--- src/rtl/tie_pkg.sv ---
package tie_pkg;

  // ************************************************************
  // data widths
  // ************************************************************
  localparam int NIB_W = 4;
  localparam int TMR_W = 8;
  localparam int ADDR_W = 8;
  localparam int DATA_W = 32;

  // ************************************************************
  // instruction selects presented by the core decoder
  // ************************************************************
  typedef enum logic [4:0] {
    OP_NOP = 5'h00,
    OP_LOAD_PRESCALER_GATE = 5'h01,
    OP_READ_CTRL_ONE = 5'h02,
    OP_WRITE_CTRL_ONE = 5'h03,
    OP_READ_CTRL_TWO = 5'h04,
    OP_WRITE_CTRL_TWO = 5'h05,
    OP_READ_CTRL_THREE = 5'h06,
    OP_WRITE_CTRL_THREE = 5'h07,
    OP_READ_CTRL_FOUR = 5'h08,
    OP_WRITE_CTRL_FOUR = 5'h09,
    OP_READ_PRESCALER = 5'h0a,
    OP_WRITE_PRESCALER = 5'h0b,
    OP_READ_FIRST_TIMER = 5'h0c,
    OP_WRITE_FIRST_TIMER = 5'h0d,
    OP_READ_SECOND_TIMER = 5'h0e,
    OP_WRITE_SECOND_TIMER = 5'h0f,
    OP_WRITE_SECOND_HIGH_RELOAD = 5'h10,
    OP_WRITE_FIRST_RELOAD_ONLY = 5'h11,
    OP_RELOAD_SECOND_TIMER = 5'h12,
    OP_WRITE_EXTRA_TIMER = 5'h13,
    OP_SKIP_FIRST_TIMER_FLAG = 5'h14,
    OP_SKIP_SECOND_TIMER_FLAG = 5'h15,
    OP_SKIP_THIRD_TIMER_FLAG = 5'h16
  } tie_op_t;

  // ************************************************************
  // interrupt enable bit positions
  // ************************************************************
  localparam int FIRST_IRQ_EN_BIT = 2;
  localparam int SECOND_IRQ_EN_BIT = 3;
  localparam int THIRD_IRQ_EN_BIT = 0;

  // ************************************************************
  // register map (byte addresses)
  // ************************************************************
  localparam logic [ADDR_W-1:0] OFS_IRQ_CTRL_ONE = 8'h00;
  localparam logic [ADDR_W-1:0] OFS_IRQ_CTRL_TWO = 8'h04;
  localparam logic [ADDR_W-1:0] OFS_FLAGS = 8'h08;
  localparam logic [ADDR_W-1:0] OFS_TIMER_CTRL = 8'h0c;
  localparam logic [ADDR_W-1:0] OFS_RELOADS = 8'h10;
  localparam logic [ADDR_W-1:0] OFS_GATE_EXTRA = 8'h14;

  // ************************************************************
  // reset values
  // ************************************************************
  localparam logic [NIB_W-1:0] RST_NIB = 4'h0;
  localparam logic [TMR_W-1:0] RST_TMR = 8'h00;

  // ************************************************************
  // axi responses
  // ************************************************************
  localparam logic [1:0] RESP_OKAY = 2'h0;
  localparam logic [1:0] RESP_DECERR = 2'h3;

endpackage

--- src/rtl/tie_axil_slave.sv ---
`timescale 1ns/1ns
module tie_axil_slave (
  input wire logic clk,
  input wire logic arst_n,
  input wire logic [tie_pkg::ADDR_W-1:0] s_awaddr,
  input wire logic s_awvalid,
  output logic s_awready,
  input wire logic [tie_pkg::DATA_W-1:0] s_wdata,
  input wire logic [3:0] s_wstrb,
  input wire logic s_wvalid,
  output logic s_wready,
  output logic [1:0] s_bresp,
  output logic s_bvalid,
  input wire logic s_bready,
  input wire logic [tie_pkg::ADDR_W-1:0] s_araddr,
  input wire logic s_arvalid,
  output logic s_arready,
  output logic [tie_pkg::DATA_W-1:0] s_rdata,
  output logic [1:0] s_rresp,
  output logic s_rvalid,
  input wire logic s_rready,
  output logic wrFire,
  output logic [tie_pkg::ADDR_W-1:0] wrAddr,
  output logic [tie_pkg::DATA_W-1:0] wrData,
  output logic [3:0] wrStrb,
  input wire logic wrOk,
  output logic rdFire,
  output logic [tie_pkg::ADDR_W-1:0] rdAddr,
  input wire logic [tie_pkg::DATA_W-1:0] rdData,
  input wire logic rdOk
);

  // ************************************************************
  // write path
  // ************************************************************
  logic awHeld_reg;
  logic wHeld_reg;

  // address and data may arrive in either order; the write fires once both are held
  assign wrFire = awHeld_reg && wHeld_reg && !s_bvalid;

  always_ff @(posedge clk or negedge arst_n) begin
    if (!arst_n) begin
      awHeld_reg <= 1'b0;
      wrAddr <= '0;
      s_awready <= 1'b1;
    end else if (s_awvalid && s_awready) begin
      awHeld_reg <= 1'b1;
      wrAddr <= s_awaddr;
      s_awready <= 1'b0;
    end else if (wrFire) begin
      awHeld_reg <= 1'b0;
    end else if (s_bvalid && s_bready) begin
      s_awready <= 1'b1;
    end
  end

  always_ff @(posedge clk or negedge arst_n) begin
    if (!arst_n) begin
      wHeld_reg <= 1'b0;
      wrData <= '0;
      wrStrb <= 4'h0;
      s_wready <= 1'b1;
    end else if (s_wvalid && s_wready) begin
      wHeld_reg <= 1'b1;
      wrData <= s_wdata;
      wrStrb <= s_wstrb;
      s_wready <= 1'b0;
    end else if (wrFire) begin
      wHeld_reg <= 1'b0;
    end else if (s_bvalid && s_bready) begin
      s_wready <= 1'b1;
    end
  end

  always_ff @(posedge clk or negedge arst_n) begin
    if (!arst_n) begin
      s_bvalid <= 1'b0;
      s_bresp <= tie_pkg::RESP_OKAY;
    end else if (wrFire) begin
      s_bvalid <= 1'b1;
      s_bresp <= wrOk ? tie_pkg::RESP_OKAY : tie_pkg::RESP_DECERR;
    end else if (s_bvalid && s_bready) begin
      s_bvalid <= 1'b0;
    end
  end

  // ************************************************************
  // read path
  // ************************************************************
  assign rdFire = s_arvalid && s_arready;
  assign rdAddr = s_araddr;

  always_ff @(posedge clk or negedge arst_n) begin
    if (!arst_n) begin
      s_arready <= 1'b1;
      s_rvalid <= 1'b0;
      s_rdata <= '0;
      s_rresp <= tie_pkg::RESP_OKAY;
    end else if (rdFire) begin
      s_arready <= 1'b0;
      s_rvalid <= 1'b1;
      s_rdata <= rdOk ? rdData : '0;
      s_rresp <= rdOk ? tie_pkg::RESP_OKAY : tie_pkg::RESP_DECERR;
    end else if (s_rvalid && s_rready) begin
      s_rvalid <= 1'b0;
      s_arready <= 1'b1;
    end
  end

endmodule

--- src/rtl/tie_timer_exec.sv ---
`timescale 1ns/1ns
// What this block does
// - gate load copies whole accumulator into prescaler gate control; accumulator kept
// - control read instructions copy selected timer control register into accumulator
// - control write instructions copy accumulator into selected timer control register
// - prescaler read puts count high nibble in aux, low nibble in accumulator
// - prescaler write loads aux:accumulator into prescaler counter and its reload together
// - first timer read puts count high nibble in aux, low in accumulator
// - first timer write loads aux:accumulator into first counter and its reload
// - second timer read puts count high nibble in aux, low in accumulator
// - second timer write loads aux:accumulator into second counter and low reload
// - high reload write loads only second high reload from aux:accumulator
// - reload-only write loads only first timer reload; running count untouched
// - reload transfer copies second low reload into second timer counter
// - extra timer write copies accumulator into extra counter and its reload
// - first skip, enable clear: flag set clears it and skips next
// - first skip acts as no-op when irq control one bit 2 set
// - second skip, enable clear: flag set clears it and skips next
// - second skip acts as no-op when irq control one bit 3 set
// - third skip, enable clear: flag set clears it and skips next
// - third skip acts as no-op when irq control two bit 0 set
module tie_timer_exec (
  input wire logic clk,
  input wire logic arst_n,
  input wire logic instrValid,
  input wire tie_pkg::tie_op_t instrOp,
  input wire logic [tie_pkg::NIB_W-1:0] accIn,
  input wire logic [tie_pkg::NIB_W-1:0] auxIn,
  output logic accWe,
  output logic [tie_pkg::NIB_W-1:0] accOut,
  output logic auxWe,
  output logic [tie_pkg::NIB_W-1:0] auxOut,
  output logic carryWe,
  output logic skipNext,
  input wire logic [tie_pkg::TMR_W-1:0] prescalerCount,
  input wire logic [tie_pkg::TMR_W-1:0] firstTimerCount,
  input wire logic [tie_pkg::TMR_W-1:0] secondTimerCount,
  input wire logic firstTimerIrqSet,
  input wire logic secondTimerIrqSet,
  input wire logic thirdTimerIrqSet,
  output logic [tie_pkg::NIB_W-1:0] prescalerGateCtrl,
  output logic [tie_pkg::NIB_W-1:0] timerCtrlOne,
  output logic [tie_pkg::NIB_W-1:0] timerCtrlTwo,
  output logic [tie_pkg::NIB_W-1:0] timerCtrlThree,
  output logic [tie_pkg::NIB_W-1:0] timerCtrlFour,
  output logic prescalerLoad,
  output logic [tie_pkg::TMR_W-1:0] prescalerLoadValue,
  output logic [tie_pkg::TMR_W-1:0] prescalerReload,
  output logic firstTimerLoad,
  output logic [tie_pkg::TMR_W-1:0] firstTimerLoadValue,
  output logic [tie_pkg::TMR_W-1:0] firstTimerReload,
  output logic secondTimerLoad,
  output logic [tie_pkg::TMR_W-1:0] secondTimerLoadValue,
  output logic [tie_pkg::TMR_W-1:0] secondTimerLowReload,
  output logic [tie_pkg::TMR_W-1:0] secondTimerHighReload,
  output logic extraTimerLoad,
  output logic [tie_pkg::NIB_W-1:0] extraTimerLoadValue,
  output logic [tie_pkg::NIB_W-1:0] extraTimerReload,
  output logic firstTimerIrqFlag,
  output logic secondTimerIrqFlag,
  output logic thirdTimerIrqFlag,
  input wire logic [tie_pkg::ADDR_W-1:0] s_awaddr,
  input wire logic s_awvalid,
  output logic s_awready,
  input wire logic [tie_pkg::DATA_W-1:0] s_wdata,
  input wire logic [3:0] s_wstrb,
  input wire logic s_wvalid,
  output logic s_wready,
  output logic [1:0] s_bresp,
  output logic s_bvalid,
  input wire logic s_bready,
  input wire logic [tie_pkg::ADDR_W-1:0] s_araddr,
  input wire logic s_arvalid,
  output logic s_arready,
  output logic [tie_pkg::DATA_W-1:0] s_rdata,
  output logic [1:0] s_rresp,
  output logic s_rvalid,
  input wire logic s_rready
);

  // ************************************************************
  // register bus
  // ************************************************************
  logic wrFire;
  logic [tie_pkg::ADDR_W-1:0] wrAddr;
  logic [tie_pkg::DATA_W-1:0] wrData;
  logic [3:0] wrStrb;
  logic wrOk;
  logic rdFire;
  logic [tie_pkg::ADDR_W-1:0] rdAddr;
  logic [tie_pkg::DATA_W-1:0] rdData;
  logic rdOk;
  logic [tie_pkg::NIB_W-1:0] irqCtrlOne_reg;
  logic [tie_pkg::NIB_W-1:0] irqCtrlTwo_reg;

  tie_axil_slave u_bus (
    .clk, .arst_n, .s_awaddr, .s_awvalid, .s_awready, .s_wdata, .s_wstrb, .s_wvalid, .s_wready,
    .s_bresp, .s_bvalid, .s_bready, .s_araddr, .s_arvalid, .s_arready, .s_rdata, .s_rresp, .s_rvalid,
    .s_rready, .wrFire, .wrAddr, .wrData, .wrStrb, .wrOk, .rdFire, .rdAddr, .rdData, .rdOk
  );

  // read-only offsets accept writes silently so a blind init loop never errors
  always_comb begin
    case (wrAddr)
      tie_pkg::OFS_IRQ_CTRL_ONE, tie_pkg::OFS_IRQ_CTRL_TWO, tie_pkg::OFS_FLAGS, tie_pkg::OFS_TIMER_CTRL,
      tie_pkg::OFS_RELOADS, tie_pkg::OFS_GATE_EXTRA: wrOk = 1'b1;
      default: wrOk = 1'b0;
    endcase
  end

  always_ff @(posedge clk or negedge arst_n) begin
    if (!arst_n) begin
      irqCtrlOne_reg <= tie_pkg::RST_NIB;
      irqCtrlTwo_reg <= tie_pkg::RST_NIB;
    end else if (wrFire && wrStrb[0]) begin
      if (wrAddr == tie_pkg::OFS_IRQ_CTRL_ONE) begin
        irqCtrlOne_reg <= wrData[tie_pkg::NIB_W-1:0];
      end
      if (wrAddr == tie_pkg::OFS_IRQ_CTRL_TWO) begin
        irqCtrlTwo_reg <= wrData[tie_pkg::NIB_W-1:0];
      end
    end
  end

  always_comb begin
    rdData = '0;
    rdOk = 1'b1;
    case (rdAddr)
      tie_pkg::OFS_IRQ_CTRL_ONE: rdData = 32'(irqCtrlOne_reg);
      tie_pkg::OFS_IRQ_CTRL_TWO: rdData = 32'(irqCtrlTwo_reg);
      tie_pkg::OFS_FLAGS: rdData = 32'({thirdTimerIrqFlag, secondTimerIrqFlag, firstTimerIrqFlag});
      tie_pkg::OFS_TIMER_CTRL: rdData = 32'({timerCtrlFour, timerCtrlThree, timerCtrlTwo, timerCtrlOne});
      tie_pkg::OFS_RELOADS: rdData = {secondTimerHighReload, secondTimerLowReload, firstTimerReload, prescalerReload};
      tie_pkg::OFS_GATE_EXTRA: rdData = 32'({extraTimerReload, prescalerGateCtrl});
      default: rdOk = 1'b0;
    endcase
  end

  // ************************************************************
  // instruction decode
  // ************************************************************
  logic isOp [23];
  logic [2:0] skipHit;
  logic [2:0] irqEnable;
  logic [2:0] flagSet;
  logic [2:0] flag_reg;

  always_comb begin
    for (int i = 0; i < 23; i++) begin
      isOp[i] = instrValid && (instrOp == tie_pkg::tie_op_t'(i[4:0]));
    end
  end

  assign irqEnable = {irqCtrlTwo_reg[tie_pkg::THIRD_IRQ_EN_BIT],
                      irqCtrlOne_reg[tie_pkg::SECOND_IRQ_EN_BIT],
                      irqCtrlOne_reg[tie_pkg::FIRST_IRQ_EN_BIT]};
  assign flagSet = {thirdTimerIrqSet, secondTimerIrqSet, firstTimerIrqSet};

  // ************************************************************
  // accumulator and aux results
  // ************************************************************
  // results land one cycle late; the core writes back then
  always_ff @(posedge clk or negedge arst_n) begin
    if (!arst_n) begin
      accWe <= 1'b0;
      auxWe <= 1'b0;
      accOut <= tie_pkg::RST_NIB;
      auxOut <= tie_pkg::RST_NIB;
    end else begin
      accWe <= 1'b0;
      auxWe <= 1'b0;
      if (instrValid) begin
        case (instrOp)
          tie_pkg::OP_READ_CTRL_ONE: begin
            accOut <= timerCtrlOne;
            accWe <= 1'b1;
          end
          tie_pkg::OP_READ_CTRL_TWO: begin
            accOut <= timerCtrlTwo;
            accWe <= 1'b1;
          end
          tie_pkg::OP_READ_CTRL_THREE: begin
            accOut <= timerCtrlThree;
            accWe <= 1'b1;
          end
          tie_pkg::OP_READ_CTRL_FOUR: begin
            accOut <= timerCtrlFour;
            accWe <= 1'b1;
          end
          tie_pkg::OP_READ_PRESCALER: begin
            {auxOut, accOut} <= prescalerCount;
            accWe <= 1'b1;
            auxWe <= 1'b1;
          end
          tie_pkg::OP_READ_FIRST_TIMER: begin
            {auxOut, accOut} <= firstTimerCount;
            accWe <= 1'b1;
            auxWe <= 1'b1;
          end
          tie_pkg::OP_READ_SECOND_TIMER: begin
            {auxOut, accOut} <= secondTimerCount;
            accWe <= 1'b1;
            auxWe <= 1'b1;
          end
          default: begin
          end
        endcase
      end
    end
  end

  // ************************************************************
  // control registers
  // ************************************************************
  logic [tie_pkg::NIB_W-1:0] ctrl_reg [4];
  logic [3:0] ctrlWrite;

  assign ctrlWrite = {isOp[tie_pkg::OP_WRITE_CTRL_FOUR], isOp[tie_pkg::OP_WRITE_CTRL_THREE],
                      isOp[tie_pkg::OP_WRITE_CTRL_TWO], isOp[tie_pkg::OP_WRITE_CTRL_ONE]};

  for (genvar g = 0; g < 4; g++) begin : gCtrl
    always_ff @(posedge clk or negedge arst_n) begin
      if (!arst_n) begin
        ctrl_reg[g] <= tie_pkg::RST_NIB;
      end else if (ctrlWrite[g]) begin
        ctrl_reg[g] <= accIn;
      end
    end
  end

  assign timerCtrlOne = ctrl_reg[0];
  assign timerCtrlTwo = ctrl_reg[1];
  assign timerCtrlThree = ctrl_reg[2];
  assign timerCtrlFour = ctrl_reg[3];

  always_ff @(posedge clk or negedge arst_n) begin
    if (!arst_n) begin
      prescalerGateCtrl <= tie_pkg::RST_NIB;
    end else if (isOp[tie_pkg::OP_LOAD_PRESCALER_GATE]) begin
      prescalerGateCtrl <= accIn;
    end
  end

  // ************************************************************
  // prescaler
  // ************************************************************
  always_ff @(posedge clk or negedge arst_n) begin
    if (!arst_n) begin
      prescalerLoad <= 1'b0;
      prescalerLoadValue <= tie_pkg::RST_TMR;
      prescalerReload <= tie_pkg::RST_TMR;
    end else begin
      prescalerLoad <= isOp[tie_pkg::OP_WRITE_PRESCALER];
      if (isOp[tie_pkg::OP_WRITE_PRESCALER]) begin
        prescalerLoadValue <= {auxIn, accIn};
        prescalerReload <= {auxIn, accIn};
      end
    end
  end

  // ************************************************************
  // first timer
  // ************************************************************
  always_ff @(posedge clk or negedge arst_n) begin
    if (!arst_n) begin
      firstTimerLoad <= 1'b0;
      firstTimerLoadValue <= tie_pkg::RST_TMR;
      firstTimerReload <= tie_pkg::RST_TMR;
    end else begin
      firstTimerLoad <= isOp[tie_pkg::OP_WRITE_FIRST_TIMER];
      if (isOp[tie_pkg::OP_WRITE_FIRST_TIMER]) begin
        firstTimerLoadValue <= {auxIn, accIn};
        firstTimerReload <= {auxIn, accIn};
      end else if (isOp[tie_pkg::OP_WRITE_FIRST_RELOAD_ONLY]) begin
        firstTimerReload <= {auxIn, accIn};
      end
    end
  end

  // ************************************************************
  // second timer
  // ************************************************************
  always_ff @(posedge clk or negedge arst_n) begin
    if (!arst_n) begin
      secondTimerLoad <= 1'b0;
      secondTimerLoadValue <= tie_pkg::RST_TMR;
      secondTimerLowReload <= tie_pkg::RST_TMR;
      secondTimerHighReload <= tie_pkg::RST_TMR;
    end else begin
      secondTimerLoad <= isOp[tie_pkg::OP_WRITE_SECOND_TIMER] || isOp[tie_pkg::OP_RELOAD_SECOND_TIMER];
      if (isOp[tie_pkg::OP_WRITE_SECOND_TIMER]) begin
        secondTimerLoadValue <= {auxIn, accIn};
        secondTimerLowReload <= {auxIn, accIn};
      end
      if (isOp[tie_pkg::OP_RELOAD_SECOND_TIMER]) begin
        secondTimerLoadValue <= secondTimerLowReload;
      end
      if (isOp[tie_pkg::OP_WRITE_SECOND_HIGH_RELOAD]) begin
        secondTimerHighReload <= {auxIn, accIn};
      end
    end
  end

  // ************************************************************
  // extra timer
  // ************************************************************
  always_ff @(posedge clk or negedge arst_n) begin
    if (!arst_n) begin
      extraTimerLoad <= 1'b0;
      extraTimerLoadValue <= tie_pkg::RST_NIB;
      extraTimerReload <= tie_pkg::RST_NIB;
    end else begin
      extraTimerLoad <= isOp[tie_pkg::OP_WRITE_EXTRA_TIMER];
      if (isOp[tie_pkg::OP_WRITE_EXTRA_TIMER]) begin
        extraTimerLoadValue <= accIn;
        extraTimerReload <= accIn;
      end
    end
  end

  // ************************************************************
  // interrupt flags and skips
  // ************************************************************
  // with the enable set the skip is a no-op so the interrupt path owns the flag
  for (genvar f = 0; f < 3; f++) begin : gFlag
    assign skipHit[f] = isOp[tie_pkg::OP_SKIP_FIRST_TIMER_FLAG + f] && flag_reg[f] &&
      !irqEnable[f];
    always_ff @(posedge clk or negedge arst_n) begin
      if (!arst_n) begin
        flag_reg[f] <= 1'b0;
      end else if (flagSet[f]) begin
        // a timer event in the clearing cycle survives
        flag_reg[f] <= 1'b1;
      end else if (skipHit[f]) begin
        flag_reg[f] <= 1'b0;
      end
    end
  end

  assign firstTimerIrqFlag = flag_reg[0];
  assign secondTimerIrqFlag = flag_reg[1];
  assign thirdTimerIrqFlag = flag_reg[2];

  always_ff @(posedge clk or negedge arst_n) begin
    if (!arst_n) begin
      carryWe <= 1'b0;
      skipNext <= 1'b0;
    end else begin
      // carry is never written by this group
      carryWe <= 1'b0;
      skipNext <= |skipHit;
    end
  end

endmodule

--- config.mk ---
export PLATFORM = sky130hd
export DESIGN_NAME = tie_timer_exec
export DESIGN_NICKNAME = d
export VERILOG_FILES = /design/src/rtl/tie_pkg.sv /design/src/rtl/tie_axil_slave.sv /design/src/rtl/tie_timer_exec.sv
export SDC_FILE = /design/constraint.sdc
export NUM_CORES = 1
export LEC_CHECK = 0
export ABC_AREA = 1
export BUFFER_PORTS_ARGS = -buffer_cell sky130_fd_sc_hd__clkbuf_2
export CORE_MARGIN = 2
export CORE_UTILIZATION = 45
export CTS_CLUSTER_SIZE = 14
export DETAILED_ROUTE_END_ITERATION = 7
export HOLD_SLACK_MARGIN = 0.06
export PLACE_DENSITY = 0.83
export SYNTH_ARGS = -nofsm -noshare
export SYNTH_HDL_FRONTEND = slang
export SYNTH_SLANG_ARGS = --single-unit
--- constraint.sdc ---
create_clock -name clk -period 1.8 [get_ports clk]
set_clock_uncertainty 0.1 [all_clocks]
set_input_delay 0.27 -clock clk [delete_from_list [all_inputs] [get_ports clk]]
set_output_delay 0.27 -clock clk [all_outputs]
set_load 0.02 [all_outputs]
==> After elaboration in Yosys (flattened, before gate mapping) <==
Index checks and enable logic that the tools add are counted.
{ "word_totals": {"reg_bits": 154, "inputBits": 100, "output_inout_bits": 144, "word_cells": 168} }
{ "classes": {"n_eq_ne": 34, "n_mux": 35, "reduce_logical": 60} }
{ "op_table": {"columns": ["operator", "n"], "rows": [
  ["32-bit case mux with 6 select lines", 1],
  ["5-bit by 4-bit equality test with 1-bit output, second input constant", 8],
  ["5-bit equality test, second input constant", 7],
  ["8-bit by 4-bit equality test with 1-bit output, second input constant", 4],
  ["8-bit by 5-bit equality test with 1-bit output, second input constant", 4],
  ["32-bit two-way mux", 1],
  ["8-bit two-way mux", 4],
  ["1-bit logical AND", 29],
  ["4-bit case mux with 7 select lines", 1],
  ["1-bit two-way mux", 25],
  ["2-bit nonzero test", 11],
  ["5-bit by 3-bit equality test with 1-bit output, second input constant", 4],
  ["8-bit by 3-bit equality test with 1-bit output, second input constant", 2],
  ["8-bit zero test", 2],
  ["4-bit case mux with 3 select lines", 1],
  ["2-bit AND reduction", 6],
  ["6-bit OR reduction", 2],
  ["5-bit by 2-bit equality test with 1-bit output, second input constant", 2],
  ["7-bit nonzero test", 1],
  ["7-bit OR reduction", 1],
  ["3-bit OR reduction", 2],
  ["5-bit by 1-bit equality test with 1-bit output, second input constant", 1],
  ["1-bit zero test", 4],
  ["2-bit two-way mux", 2],
  ["3 further kinds", 4]
]} }

==> Longest topological paths before layout <==
Gate-level depths: netlist of run 1.
{ "logic_depth": {"depth_word": 6, "ltp_mapped": 11, "ltp_nobuf": 11} }

==> Modules after synthesis <==
Synthesis of run 1 repeated with hierarchy kept, for this count alone.
{ "hier_totals": {"cells_unflattened": 992, "area_unflattened_um2": 8257.9} }
{ "modules_own_cells": {"columns": ["mod", "instances", "cells_each", "area_per_inst_um2", "seq_area_each_um2"], "rows": [
  ["tie_timer_exec", 1, 608, 4803.4, 2452.4],
  ["tie_axil_slave", 1, 384, 3454.6, 2130.8]
]} }

==> Least setup slack after synthesis of run 1 <==
OpenSTA, ideal clock, no wires.
{ "synth_path": {"path_type": "reg2reg", "from": "register u_bus.s_arready", "to": "register u_bus.s_rdata[28] (netlist bit)", "setup_ns": 0.083, "arrival_time_ns": 1.365, "t_required_ns": 1.617, "setup_slack_ns": 0.252, "path_stages_with_launch": 6, "n_path_buf": 1, "synth_period_minus_slack_ns": 1.548, "cell_sequence": "dfstp_2 > nand2_1 > inv_1 > clkbuf_1 > nand2_1 > o21ai_0"} }
{ "synth_via": {"elab_chain_cells": 1} }
{ "synth_lines": {"columns": ["element", "line_no", "text"], "rows": [
  ["start, declared", "tie_axil_slave.sv:17", "output logic s_arready,"],
  ["start signal, assigned", "tie_axil_slave.sv:96", "s_arready <= 1'b1;"],
  ["start signal, assigned", "tie_axil_slave.sv:101", "s_arready <= 1'b0;"],
  ["start signal, assigned", "tie_axil_slave.sv:107", "s_arready <= 1'b1;"],
  ["1-bit logical AND", "tie_axil_slave.sv:91", "assign rdFire = s_arvalid && s_arready;"],
  ["end signal, assigned", "tie_axil_slave.sv:103", "s_rdata <= rdOk ? rdData : '0;"],
  ["end, declared", "tie_axil_slave.sv:18", "output logic [tie_pkg::DATA_W-1:0] s_rdata,"]
]} }
No other way between the ends.
A chain may end at the register's enable or synchronous reset.

==> Worst setup path after layout of run 1 <==
{ "layout_path": {"from": "register u_bus.wrAddr[6] (netlist bit)", "to": "register irqCtrlOne_reg[0] (netlist bit)"} }
{ "layout_via": {"elab_chain_cells": 2} }
{ "layout_lines": {"columns": ["element", "line_no", "text"], "rows": [
  ["start, declared", "tie_axil_slave.sv:23", "output logic [tie_pkg::ADDR_W-1:0] wrAddr,"],
  ["start signal, assigned", "tie_axil_slave.sv:49", "wrAddr <= s_awaddr;"],
  ["8-bit zero test", "tie_timer_exec.sv:116", "if (wrAddr == tie_pkg::OFS_IRQ_CTRL_ONE) begin"],
  ["2-bit AND reduction (no source line)", null, null],
  ["end signal, assigned", "tie_timer_exec.sv:113", "irqCtrlOne_reg <= tie_pkg::RST_NIB;"],
  ["end signal, assigned", "tie_timer_exec.sv:117", "irqCtrlOne_reg <= wrData[tie_pkg::NIB_W-1:0];"],
  ["end, declared", "tie_timer_exec.sv:93", "logic [tie_pkg::NIB_W-1:0] irqCtrlOne_reg;"]
]} }
No other way between the ends.

==> results.ini, run 1 <==
[timing]
worst_slew_pin_slew_ns=0.656
fmaxAchievable_mhz=640
rsz0062_at_grt=no
finalCritPeriodShare=0.867
layout_min_cycle_time_ns=1.56
setup_viol=0
relSlewSlack=0.561
holdWs_ns=0.0741
hold_violations=0
drv_slew=0

[cells_and_area]
layout_common_cells=nand2_1, clkbuf_2, dfrtp_1
largest_register=u_bus.s_rdata
nNetsFinal=1144
layout_commonest_cell=nand2_1
post_route_cells_drive_above_1_share=0.281
largest_register_ff_count=32
syn2layout_area_growth_pct=33.7
utilization=0.618
diodes=0

[floorplan]
core_mm2=0.0146
start_util=0.462
die_x_um=126
fp.dieH_um=126
io_pins=244
dieArea_mm2=0.0160
std_cell_rows=44

[route]
first_pass_iters=5
postRouteAntennaNets=0
vias=6435
drt_iter0_markers=547
viasPerCell=5.19
drc=0
post_drt_wl_per_cell_um=16.7
wl_mm=20.7

[clock_tree]
clkSlewWorstSetupHoldPaths_ns=0.06
cts_tree=done
post_cts_resized=0
clockRootBuffer=clkbuf_16
htreeDepth=4
cts_made_buffers=17
ctsLongestPathBuffers=2
cts_sinks=152
clkLatencyLatePin_ns=0.43

[setup_path]
setup.worst_path.start_class=flip-flop
arrival_ns=1.76
rrSetupSlack_ns=0.24
crit_path_max_incr_delay_ns=0.41
worstPathCellList=nor2_1 > inv_1 > nor3_1 > nand3_1 > nand2_1 > o21ai_0
critPathTopFamily=simple AND/OR/NAND/NOR gates
cp-end-kind=flip-flop
crit_type=reg -> reg
slowest_stage=dfrtp_1
path_max_fanout=8
required_ns=2.00
cp.buffers_inverters=1

[logic_synthesis]
synth_fp_nets=891
syn_area_mm2=0.00674
synth_area_leader_cell=dfrtp_1
yosysUniqueCellTypes=35
netlist_instances=791
synth.ff_latch_count=152
yosys_warnings=0
syn_area_per_cell_um2=8.52
yosys-top-cells-area=dfrtp_1, nand2_1, o21ai_0
ys_seq_area_frac=0.565
synth_top_area_frac=0.553

[pwr]
vdd_ir_drop_max_uv=807
power.density_mw_per_mm2=1260
p_leak_uw=0.00488

[job]
max-cap-violations=0

[grt]
first_global_vias=6422
grt_overflow=0
antenna_found_initial=0
grt_pass1_wl_mm=33.5
grt_usage=0.268
grt_max_degree=51

[outcome]
status=finished, final reports clean

[place]
dpl.hpwl_mm=14.8
gp_congestion=0.892
io_buffers=211

[min_path]
worstHoldPathType=in -> reg

## worst paths after layout
kind,endpoint,startpoint,cells past startpoint
worst max-delay path,irqCtrlOne_reg[0],u_bus.wrAddr[6],6
worst min-delay path,auxOut[2],firstTimerCount[6],4
worst max register to register,irqCtrlOne_reg[0],u_bus.wrAddr[6],6
worst min register to register,u_bus.s_rdata[11],u_bus.s_rdata[11],2
max in group asynchronous,u_bus.s_arready,arst_n,3
min in group asynchronous,u_bus.s_rdata[30],arst_n,2
## through the flow
stage	power, uW	cells	setup WS, ns	cell area, um^2	TNS (ns)
2_1_floorplan	6320	791	0.252	6740	0
3_3_place_gp	7300	1179	0.0730	8080	0
3_5_place_dp	7420	1179	-0.0693	8080	-0.179
4_1_cts	11300	1240	0.159	9010	0
5_1_grt	11900	1241	0.0293	9020	0
6_report	11300	1241	0.239	9020	0
## Yosys cell counts (all sizes together)
library cell	number
dfrtp	149
o211ai	9
o21a	2
nand2	268
mux2	8
nor4	3
nor3b	1
nor3	5
dfstp	3
nand3b	1
inv	78
o31ai	8
a21o	1
buf	23
a31oi	1
o22ai	2
nand4	4
clkinv	1
clkbuf	11
a21oi	12
conb	1
nand3	64
o21ai	96
o21bai	2
nor2	38
## tightest hold or removal path, stage by stage
cell and delay (ns):
clkbuf_2 0.07, nand2_1 0.04, nand4_1 0.08, o21a_1 0.11
## layout make-up
cell class                      instances  area, um^2
Fill cell                            1211        5570
Sequential cell                       152        3810
Multi-Input combinational cell        526        2440
Timing Repair Buffer                  268        1600
Clock buffer                           22         474
Inverter                               79         297
Tap cell                              184         230
Clock inverter                         10         166
## layer usage
| metal | track usage | routed length, um |
|---|---|---|
| met1 | 0.343 | 8590 |
| met2 | 0.439 | 10100 |
| met3 | 0.0717 | 1410 |
| met4 | 0.0976 | 633 |
| met5 | 0 | 0 |
## power by group
part | switching, uW | internal (uW) | total [uW]
Clock | 1420 | 2440 | 3860
Sequential | 576 | 4140 | 4720
Combinational | 1840 | 920 | 2760
## timing repair
item / CTS / global route
buffers inserted: 0 / 1
hold buffers: 29 / 0
setup endpoints to repair: 0 / 2
hold endpoints to repair: 193 / 0
## cell families after synthesis
family                 share of synthesized area
AND/OR/NAND/NOR                            0.237
flip-flops                                 0.565
AO/OA/AOI/OAI                              0.111
buffers and inverters                     0.0733
multiplexers                              0.0134
other                                   0.000556
No activity file was read; power rests on OpenSTA's default activity.
==> inputs of run 2 (changes only) <==
CORE_UTILIZATION = 50   (was 45)
PLACE_DENSITY = 0.89   (was 0.83)
SLEW_MARGIN = 10   (was unset)
==> run 2 against run 1 <==
  * Register-to-register slack worse by 0.07 ns
  * Hold slack better by 0.020 ns
  * Largest cell class unchanged
  * Sequential power about the same
  * Non-clock buffer count down 2
  * Clock power down 16%
  * Die area down 9.7%
==> results.ini, run 2 (synthesis gave the netlist of run 1 again) <==
[setup_path]
path_max_fanout=8  ; unchanged
crit_type=reg -> reg  ; unchanged
arrival_ns=1.86  ; was 1.76 ns
rrSetupSlack_ns=0.17  ; was 0.24 ns
cp-end-kind=flip-flop  ; unchanged
required_ns=2.03  ; was 2.00 ns
startpoint=u_bus.wrAddr[7]  ; was u_bus.wrAddr[6]
r2r_cells=5  ; was 6
r2r-start=u_bus.wrAddr[7]  ; was u_bus.wrAddr[6]
worstReg2RegEnd=irqCtrlTwo_reg[3]  ; was irqCtrlOne_reg[0]
setup.worst_path.start_class=flip-flop  ; unchanged

[grt]
grt_pass1_wl_mm=32.3  ; was 33.5 mm
grt_overflow=0  ; unchanged
gr-usage-met3=0.0665  ; was 0.0717
grt_use_met1=0.377  ; was 0.343
grt_max_degree=47  ; was 51
top_usage_layer=met2  ; unchanged
antenna_found_initial=0  ; unchanged
grt_usage=0.292  ; was 0.268
first_global_vias=6350  ; was 6422
use_met2=0.473  ; was 0.439

[cells_and_area]
layout_common_cells=nand2_1, clkbuf_2, dfrtp_1  ; unchanged
diodes=0  ; unchanged
seq_area_mm2=0.00381  ; unchanged
largest_register=u_bus.s_rdata  ; unchanged
fillCellCount=1023  ; was 1211
nNetsFinal=1142  ; was 1144
syn2layout_area_growth_pct=31.8  ; was 33.7%
post_route_cells_drive_above_1_share=0.279  ; was 0.281
multi_input_area_mm2=0.00244  ; unchanged
largest_register_ff_count=32  ; unchanged
layout_commonest_cell=nand2_1  ; unchanged

[route]
drc=0  ; unchanged
first_pass_iters=6  ; was 5
vias=6559  ; was 6435
wl_mm=20.2  ; was 20.7 mm
postRouteAntennaNets=0  ; unchanged
post_drt_wl_per_cell_um=16.4  ; was 16.7 um
drt_iter0_markers=606  ; was 547
viasPerCell=5.33  ; was 5.19

[pwr]
pwr-share-comb=0.256  ; was 0.243
pwr-share-seq=0.441  ; was 0.416
netSwitchingFraction=0.355  ; was 0.339
power.switching_uw=3800  ; was 3840 uW
total_power_uw=10700  ; was 11300 uW
vdd_ir_drop_max_uv=905  ; was 807 uV
p_leak_uw=0.00482  ; was 0.00488 uW
intPower_uw=6900  ; was 7500 uW
power.density_mw_per_mm2=1200  ; was 1260 mW/mm^2
pwr-share-clk=0.303  ; was 0.341

[clock_tree]
clkLatencyLatePin_ns=0.42  ; was 0.43 ns
cts_tree=done  ; unchanged
cts_sinks=152  ; unchanged
cts_made_buffers=17  ; unchanged
ctsLongestPathBuffers=2  ; unchanged
post_cts_buffers=0  ; unchanged
clkSlewWorstSetupHoldPaths_ns=0.06  ; about the same
htreeDepth=4  ; unchanged
clockRootBuffer=clkbuf_16  ; unchanged

[timing]
tns_ns=0  ; unchanged
setup_viol=0  ; unchanged
layout_setup_ws_ns=0.166  ; was 0.239 ns
hold_violations=0  ; unchanged
layout_min_cycle_time_ns=1.63  ; was 1.56 ns
relSlewSlack=0.572  ; was 0.561
finalCritPeriodShare=0.908  ; was 0.867
drv_slew=0  ; unchanged
worst_slew_pin_slew_ns=0.640  ; was 0.656 ns
rsz0062_at_grt=no  ; unchanged
fmaxAchievable_mhz=612  ; was 640 MHz

[floorplan]
dieArea_mm2=0.0144  ; was 0.0160 mm^2
die_x_um=120  ; was 126 um
start_util=0.511  ; was 0.462
fp.dieH_um=120  ; was 126 um
io_pins=244  ; unchanged
std_cell_rows=42  ; was 44
core_mm2=0.0132  ; was 0.0146 mm^2

[min_path]
worstHoldStart=firstTimerCount[5]  ; was firstTimerCount[6]
min_to=auxOut[1]  ; was auxOut[2]
holdPathStages=4  ; unchanged
worstHoldPathType=in -> reg  ; unchanged

[place]
post-place-ws_ns=0.0384  ; was -0.0693 ns
dpl.hpwl_mm=14.3  ; was 14.8 mm
gp_congestion=0.939  ; was 0.892
io_buffers=211  ; unchanged

[job]
max-cap-violations=0  ; unchanged

[outcome]
status=finished, final reports clean  ; unchanged

==> run 2: timing repair <==
| item | in CTS | in global routing |
|---|---|---|
| hold buffers | 29 | 0 |
| hold endpoints to repair | 115 | 0 |
| resized for setup | 0 | 0 |
==> run 2: power groups by stage <==
stage               clock (uW)  sequential, uW  combinational (uW)
floorplan                    0            5190                1130
global placement             0            4710                2570
detailed placement           0            4740                2650
CTS                       3280            4700                2720
global route              3470            4780                2990
finish                    3240            4720                2740
==> run 2: how the worst max path moves through the flow <==
| stage | endpoint | slack, ns | cells after the start |
|---|---|---|---|
| 2_1_floorplan | u_bus.s_rdata[28] | 0.25 | 5 |
| 3_3_place_gp | prescalerGateCtrl[3] | 0.11 | 6 |
| 3_5_place_dp | prescalerGateCtrl[2] | 0.04 | 6 |
| 4_1_cts | irqCtrlTwo_reg[3] | 0.19 | 5 |
| 5_1_grt | irqCtrlTwo_reg[1] | 0.02 | 6 |
| 6_report | irqCtrlTwo_reg[3] | 0.17 | 5 |
==> run 2: metal layers <==
metal / part of all wire / up-vias
met1: 0.40 / 3115
met3: 0.081 / 60
met5: 0 / -
li1: - / 3049
met2: 0.48 / 335
met4: 0.037 / 0
==> run 2: critical path, stage by stage, from the launching register on <==
cell	delay [ns]
dfrtp_1	0.40
nor2_1	0.12
inv_1	0.06
nor3_1	0.25
nand4_1	0.33
o21ai_0	0.28
==> run 2: metrics by stage <==
step                std cells  utilization  area, um^2  hold WS [ns]
floorplan                 791            -        6740        -0.126
global placement         1170        0.611        8060         0.125
detailed placement       1170        0.611        8060         0.125
CTS                      1231        0.674        8890        0.0794
global route             1231        0.674        8890        0.0971
finish                   1231        0.674        8890        0.0946
==> run 2: final cells by class <==
cell class / count / share of cell area
Clock buffer: 22 / 0.0522
Tap cell: 176 / 0.0248
Clock inverter: 10 / 0.00817
Inverter: 79 / 0.0334
Multi-Input combinational cell: 526 / 0.275
Sequential cell: 152 / 0.428
Timing Repair Buffer: 266 / 0.178
